$ cat config.mk
export PLATFORM = sky130hd
export DESIGN_NAME = sostat_top
export DESIGN_NICKNAME = d
export VERILOG_FILES = /design/src/logic/sostat_pkg.sv /design/src/logic/sostat_top.sv
export SDC_FILE = /design/constraint.sdc
export NUM_CORES = 1
export LEC_CHECK = 0
export BUFFER_PORTS_ARGS = -buffer_cell sky130_fd_sc_hd__buf_2
export CAP_MARGIN = 20
export CORE_MARGIN = 4
export CORE_UTILIZATION = 48
export CTS_BUF_LIST = sky130_fd_sc_hd__clkbuf_8
export DETAILED_ROUTE_END_ITERATION = 7
export PLACE_DENSITY = 0.9
export SLEW_MARGIN = 40
export SYNTH_ARGS = -nofsm -noshare
export SYNTH_HDL_FRONTEND = slang
export SYNTH_SLANG_ARGS = --single-unit
$ cat constraint.sdc
create_clock -name clk -period 4.8 [get_ports clk]
set_clock_uncertainty 0.1 [all_clocks]
set_input_delay 0.96 -clock clk [delete_from_list [all_inputs] [get_ports clk]]
set_output_delay 0.96 -clock clk [all_outputs]
set_load 0.01 [all_outputs]
$ cat src/logic/sostat_pkg.sv
// sostat_pkg: register map, field layout and reset values of the
// safety output status block.
// assumes a 32-bit avalon-mm slave with word-aligned byte addresses.
package sostat_pkg;
    localparam int          SOSTAT_ADDR_W     = 4;
    localparam int          SOSTAT_MAX_CH     = 4;
    // register byte addresses
    localparam logic [3:0]  SOSTAT_OFF_MON    = 4'h0;
    localparam logic [3:0]  SOSTAT_OFF_HLTH   = 4'h4;
    localparam logic [3:0]  SOSTAT_OFF_IRQST  = 4'h8;
    localparam logic [3:0]  SOSTAT_OFF_IRQEN  = 4'hc;
    // irq clear register shares the enable layout, write only
    localparam logic [3:0]  SOSTAT_OFF_IRQCLR = 4'h0;
    localparam logic [3:0]  SOSTAT_OFF_IRQCLR_HI = 4'h1;
    // first byte fields
    localparam int          SOSTAT_MON_CH_LSB = 0;
    localparam int          SOSTAT_MON_CONN   = 4;
    localparam int          SOSTAT_MON_TERMOK = 5;
    // second byte fields
    localparam int          SOSTAT_HL_UNITOK  = 0;
    localparam int          SOSTAT_HL_PWRERR  = 1;
    localparam int          SOSTAT_HL_CH_LSB  = 2;
    // interrupt events
    localparam int          SOSTAT_EV_W       = 4;
    localparam int          SOSTAT_EV_CHERR   = 0;
    localparam int          SOSTAT_EV_PWRERR  = 1;
    localparam int          SOSTAT_EV_CONNUP  = 2;
    localparam int          SOSTAT_EV_CONNDN  = 3;
    localparam logic [7:0]  SOSTAT_BYTE_RST   = 8'h00;
    localparam logic [31:0] SOSTAT_UNMAPPED   = 32'h0000_0000;
    localparam logic [31:0] SOSTAT_IRQCLR_ADR = 32'h0000_0010;
endpackage

$ cat src/logic/sostat_top.sv
// sostat_top: read-only status bytes of a two- or four-channel safety
// output unit, with sticky event interrupt, over avalon-mm.
// assumes all status inputs are synchronous to clk.
// Operation
// each channel has a monitor bit, 0 off, 1 on
// four-channel variant also reports channels two and three
// connection flag high only while safety connection is active
// terminal health flag 1 only when no channel has an error
// unit health flag 1 with no errors, 0 on any error
// power error flag 1 when i/o supply bad or off
// per-channel health bit in second byte, 0 error, 1 fine
// everything reads zero after reset until valid; writes ignored; here writes at 0xc (irq enable) and 0x0 (irq clear) act even before valid
//
// The register offsets and the Avalon-MM slave port are this design's own decisions.
`timescale 1ns/1ps
`default_nettype none
module sostat_top
#(
    parameter int NUM_CH = 2
) (
    input  wire logic                                 clk,
    input  wire logic                                 rst_n,
    input  wire logic [sostat_pkg::SOSTAT_MAX_CH-1:0] out_on,
    input  wire logic [sostat_pkg::SOSTAT_MAX_CH-1:0] out_err,
    input  wire logic                                 conn_active,
    input  wire logic                                 unit_err,
    input  wire logic                                 io_pwr_bad,
    input  wire logic                                 status_valid,
    input  wire logic [sostat_pkg::SOSTAT_ADDR_W-1:0] avs_address,
    input  wire logic                                 avs_read,
    input  wire logic                                 avs_write,
    input  wire logic [31:0]                          avs_writedata,
    input  wire logic [3:0]                           avs_byteenable,
    output logic [31:0]                               avs_readdata,
    output logic                                      avs_waitrequest,
    output logic                                      irq
);
    import sostat_pkg::*;

    // register map, byte addresses:
    //   0x0 read: monitor byte; write: clears the interrupt status bits set in data
    //   0x4 read: health byte
    //   0x8 read: interrupt status; 0xc read and write: interrupt enable
    //   any other address reads zero, and writes elsewhere are dropped
    // the clear shares address 0x0 because the bus has only four address bits

    // channels that a variant has; bits of the channels it lacks always read zero
    localparam logic [SOSTAT_MAX_CH-1:0] CH_MASK = SOSTAT_MAX_CH'((1 << NUM_CH) - 1);

    typedef enum logic [1:0] {
        SOSTAT_IDLE = 2'b01,
        SOSTAT_ANS  = 2'b10
    } sostat_bus_e;

    typedef struct packed {
        sostat_bus_e            bus;
        logic [7:0]             mon;
        logic [7:0]             hlth;
        logic [SOSTAT_EV_W-1:0] ist;
        logic [SOSTAT_EV_W-1:0] ien;
        logic                   valid;
        logic                   conn_q;
        logic [31:0]            rdata;
        logic                   waitreq;
        logic                   irq;
    } sostat_s;

    sostat_s st;
    sostat_s next_st;

    logic [NUM_CH-1:0] ch_on;
    logic [NUM_CH-1:0] ch_err;

    // only the low NUM_CH pins exist in a variant; upper pins stay unread
    for (genvar k = 0; k < NUM_CH; k++) begin : g_ch
        assign ch_on[k]  = out_on[k];
        assign ch_err[k] = out_err[k];
    end

    // one place decides whether a bus address selects a register
    function automatic logic sostat_hit(input logic [3:0] a, input logic [3:0] off);
        return a == off;
    endfunction

    function automatic logic [31:0] sostat_read(input logic [3:0] a, input sostat_s s);
        logic [31:0] d;
        d = SOSTAT_UNMAPPED;
        if (sostat_hit(a, SOSTAT_OFF_MON)) begin
            d = {24'h000000, s.mon};
        end else if (sostat_hit(a, SOSTAT_OFF_HLTH)) begin
            d = {24'h000000, s.hlth};
        end else if (sostat_hit(a, SOSTAT_OFF_IRQST)) begin
            d = {28'h0000000, s.ist};
        end else if (sostat_hit(a, SOSTAT_OFF_IRQEN)) begin
            d = {28'h0000000, s.ien};
        end
        return d;
    endfunction

    always_comb begin
        logic [7:0]             m;
        logic [7:0]             h;
        logic [SOSTAT_EV_W-1:0] ev;
        logic [SOSTAT_EV_W-1:0] clr;
        logic [3:0]             a;
        m   = 8'h00;
        h   = 8'h00;
        ev  = '0;
        clr = '0;
        a   = avs_address;
        next_st = st;
        next_st.valid  = st.valid | status_valid;
        next_st.conn_q = conn_active;
        // build bytes; unused channel bits of the two-channel variant read 0
        m[SOSTAT_MON_CH_LSB +: NUM_CH] = ch_on;
        m[SOSTAT_MON_CONN]             = conn_active;
        m[SOSTAT_MON_TERMOK]           = ~(|ch_err);
        h[SOSTAT_HL_UNITOK]            = ~unit_err & ~io_pwr_bad & ~(|ch_err);
        h[SOSTAT_HL_PWRERR]            = io_pwr_bad;
        h[SOSTAT_HL_CH_LSB +: NUM_CH]  = ~ch_err;
        // held at zero until status is valid; no bus write touches them
        if (st.valid) begin
            next_st.mon  = m;
            next_st.hlth = h;
        end
        ev[SOSTAT_EV_CHERR]  = st.valid & st.mon[SOSTAT_MON_TERMOK] & |ch_err;
        ev[SOSTAT_EV_PWRERR] = st.valid & ~st.hlth[SOSTAT_HL_PWRERR] & io_pwr_bad;
        ev[SOSTAT_EV_CONNUP] = st.valid & ~st.conn_q & conn_active;
        ev[SOSTAT_EV_CONNDN] = st.valid & st.conn_q & ~conn_active;
        next_st.waitreq = 1'b1;
        case (st.bus)
            SOSTAT_IDLE: begin
                if (avs_read | avs_write) begin
                    next_st.bus    = SOSTAT_ANS;
                    next_st.waitreq = 1'b0;
                    next_st.rdata  = avs_read ? sostat_read(a, st) : 32'h0;
                    if (avs_write && avs_byteenable[0]) begin
                        if (sostat_hit(a, SOSTAT_OFF_IRQCLR)) begin
                            clr = avs_writedata[SOSTAT_EV_W-1:0];
                        end else if (sostat_hit(a, SOSTAT_OFF_IRQEN)) begin
                            next_st.ien = avs_writedata[SOSTAT_EV_W-1:0];
                        end
                    end
                end
            end
            SOSTAT_ANS: begin
                next_st.bus = SOSTAT_IDLE;
            end
            default: begin
                next_st.bus = SOSTAT_IDLE;
            end
        endcase
        // a new event wins over a clear in the same cycle
        next_st.ist = (st.ist & ~clr) | ev;
        next_st.irq = |(next_st.ist & next_st.ien);
    end

    always_ff @(posedge clk or negedge rst_n) begin
        if (!rst_n) begin
            st <= '{bus: SOSTAT_IDLE, mon: SOSTAT_BYTE_RST, hlth: SOSTAT_BYTE_RST,
                    rdata: 32'h0, waitreq: 1'b1, default: '0};
        end else begin
            st <= next_st;
        end
    end

    assign avs_readdata    = st.rdata;
    assign avs_waitrequest = st.waitreq;
    assign irq             = st.irq;

    // per-channel bit checks, one copy for every channel that exists
    for (genvar k = 0; k < NUM_CH; k++) begin : g_chk

    end

    // channels the variant lacks read as zero in both bytes
    for (genvar k = NUM_CH; k < SOSTAT_MAX_CH; k++) begin : g_absent

    end
endmodule
`default_nettype wire

Word level (Yosys, flattened, before mapping) --
Cells that the tools add are included.
Storage, ports and cells: logic and storage cells 61, output and inout bits 34, input bits 56, register bits after elaboration 54
Operators by class: mux-type cells 18, eq/ne operators 5, bitwise logic cells 23, reductions and logical operators 5
Operators by type and width (count):
- 4-bit 2-to-1 mux | 12
- 6-bit 2-to-1 mux | 2
- 1-bit AND | 10
- 4-bit AND | 2
- 4-bit equality test, second input constant | 2
- 1-bit inverter | 6
- 4-bit by 3-bit equality test with 1-bit output, second input constant | 1
- 4-bit zero test | 1
- 2-bit 2-to-1 mux | 2
- 4-bit inverter | 1
- 4-bit OR | 1
- 4-bit OR reduction | 1
- 2-bit by 1-bit equality test with 1-bit output, second input constant | 1
- 1-bit 2-to-1 mux | 2
- 2-bit != test, second input constant | 1
- 2-bit inverter | 1
- 1-bit OR | 2
- 2-bit AND reduction | 1
- 2-bit OR reduction | 1
- 1-bit logical AND | 1

Logic depth before layout (Yosys ltp) --
depth in word-level cells 10, depth in mapped cells 6, depth with buffers taken out 4

Worst setup path after synthesis --
OpenSTA, ideal clock, no wires.
path kind in2reg, start input port avs_address[2] (netlist bit), end register st (netlist bit irq), library setup time 0.141 ns, required time 4.559 ns, arrival 1.917 ns, stages on the path 5, path buffers 1, setup slack 2.643 ns, cell sequence buf_4 nor4_1 nand2_1 a21oi_1 o2111ai_1
RTL lines:
- start, declared | RTL line sostat_top.sv:29 | input wire logic [sostat_pkg::SOSTAT_ADDR_W-1:0] avs_address,
- end signal, assigned | RTL line sostat_top.sv:160 | st <= '{bus: SOSTAT_IDLE, mon: SOSTAT_BYTE_RST, hlth: SOSTAT_BYTE_RST,
- end signal, assigned | RTL line sostat_top.sv:163 | st <= next_st;
- end, declared | RTL line sostat_top.sv:68 | sostat_s st;

==> impl_metrics.yaml <==
critical_path:
  r2r_end: "irq$_DFF_PN0_"
  arrival_ns: 2.27
  required_ns: 4.83
  path_max_fanout: 5
  crit_type: "in -> reg"
  critPathSlowestCell: "nor4_1"
  cp-start-kind: "input port"
  crit_chain: "buf_2, nor4_1, nand2_1, o221ai_1, o2111ai_1"
  crit_buf_inv: 1
  crit-reg2reg-launch: "st[60]$_DFFE_PN1P_"
  endpoint_kind: "flip-flop"
  path_delay_family: "simple AND/OR/NAND/NOR gates"
  cp_slowest_stage_delay_ns: 0.54
  reg2reg_slack_ns: 3.03
  ff2ff_path_depth: 4
floorplan:
  start_util_pct: 50.1
  die_width_microns: 64.5
  coreArea_sq_um: 3050
  die_y_microns: 64.5
  rows: 20
  io_pins: 90
  die-area_sq_um: 4160
routing:
  wl_per_cell_microns: 13.1
  first_iter_violations: 65
  first_pass_iters: 4
  via_per_inst: 4.96
  route.vias.total: 1072
  ant_nets: 0
  drt_wl_total_microns: 2830
  drc: 0
sta:
  fin_crit_sh_pct: 46.7
  hold_viol_final: 0
  maxSlewHeadroom_pct: 59.6
  grt_setup_unrepaired: "false"
  worst_pin_slew_ns: 0.606
  hold_ws_ns: 0.380
  period_minus_slack_ns: 2.24
  max_freq_mhz: 446
  maxSlewViolCount: 0
  setup_tns_ns: 0
  setup_viol: 0
logic_synthesis:
  async_flop_share_pct: 100
  yosys_warnings: 0
  synth_cells: 151
  syn_area_sq_um: 1530
  ys.flop_type: "dfrtp_1"
  syn_avg_cell_area_sq_um: 10.1
  ys_seq_elements: 28
  synth_edf_count: 0
  ys_seq_area_share_pct: 46.0
  synth_cell_types: 33
grt:
  first_global_vias: 972
  use_met3_pct: 3.47
  grt.busiest_layer: "met2"
  gr-usage-met2_pct: 21.9
  grt_max_degree: 29
  grt_pass1_wl_microns: 4600
  grt_use_met1_pct: 19.3
  grt_usage_pct: 14.7
  overflow: 0
  antenna_found_initial: 0
clock_tree:
  clock_latency_ns: 0.27
  clockRootBuffer: "clkbuf_8"
  cts_buffer_depth: 2
  clk_transition_reported_paths_ns: 0.08
  cts.sinks: 28
  cts_setup_buffers: 0
  cts_resized: 0
  cts_tree: "done"
  numCtsBuffers: 3
  holdBufCountCts: 0
  htreeDepth: 1
hold_path:
  hold_path.class: "reg -> reg"
  whs_path_depth: 2
  worstHoldEndpoint: "avs_readdata[2]$_DFFE_PN0P_"
  min_from: "avs_readdata[2]$_DFFE_PN0P_"
finish:
  diodes: 0
  num-fill-cells: 290
  layout_common_cells: "buf_2 (28), conb_1 (26), dfrtp_1 (26)"
  area_growth_pct: 4.82
  fin_area_sq_um: 1600
  final_common_cell: "buf_2"
  drive_above_1_share_pct: 25.0
  nets: 230
place:
  placed_area_sq_um: 1560
  place_congestion: 0.793
  hpwl_microns: 2220
  port_buffers: 28
job:
  cap_violations: 0
pwr:
  p_total_uw: 539
  power_leakage_uw: 0.000816
  vdd_drop_max_uv: 138
  powerDensity_nw_per_um2: 336
outcome:
  status: "completed"
[report_power, final]
group          switching [uW]  internal (uW)  leakage (uW)
clock network            64.4           56.2     0.0000216
logic                    71.9           49.7      0.000461
registers                19.1            278      0.000333
[Yosys cell counts (3+ instances only)]
cell,count,area (sq um)
a22oi_1,6,45.0
and3b_1,3,26.3
buf_4,33,248
dfrtp_1,26,651
inv_1,8,30.0
mux2_2,8,90.1
mux2i_1,3,30.0
nand2_1,18,67.6
nand3_1,3,15.0
nor2_1,3,11.3
o21ai_0,10,50.1
o221ai_1,3,26.3
o32a_1,3,30.0
[cell type report]
cell class              instances  area [sq um]  share of cell area [%]
flip-flops and latches         28           703                    43.8
multi-input cells             105           634                    39.5
repair buffers                 28           140                    8.74
well taps                      44          55.1                    3.43
clock buffers                   3          41.3                    2.57
inverters                       8          30.0                    1.87
[stage by stage]
step           util, %  worst slack [ns]  std cells
4_1_cts           52.5              2.61        216
3_5_place_dp      51.2              2.33        213
6_report          52.5              2.56        216
2_1_floorplan        -              2.64        176
3_3_place_gp      51.2              2.31        213
5_1_grt           52.5              2.35        216
[how the worst max path moves through the flow]
stage / start / to / cells after the start
after floorplan: avs_address[2] / irq$_DFF_PN0_ / 5
after global placement: avs_address[1] / irq$_DFF_PN0_ / 5
after detailed placement: avs_address[1] / irq$_DFF_PN0_ / 5
after CTS: avs_address[1] / irq$_DFF_PN0_ / 5
after global routing: avs_address[1] / irq$_DFF_PN0_ / 5
final: avs_address[1] / irq$_DFF_PN0_ / 5
[routing by layer]
metal  share of wire, %  up-vias
met3                8.4        6
met4                2.6        0
met1                 42      503
met2                 46       50
li1                   -      513
met5                  0        -
[kinds of logic after synthesis]
group	Yosys count	share of synthesized area, %
buffers and inverters	43	18.7
multiplexers	11	7.85
AO/OA/AOI/OAI	29	13.2
AND/OR/NAND/NOR	39	14.1
other	1	0.245
flip-flops	28	46.0
[state kept, by name, summed over array words and instances (netlist names)]
signal / count
st: 20
avs_readdata: 6
irq: 1
avs_waitrequest: 1
[worst reg2reg max path: stages (launching register included)]
cell and delay (ns):
dfstp_2 0.54, nand4b_1 0.23, or2_1 0.37, mux2i_1 0.23, o2111ai_1 0.16
No activity file was read; power rests on OpenSTA's default activity.
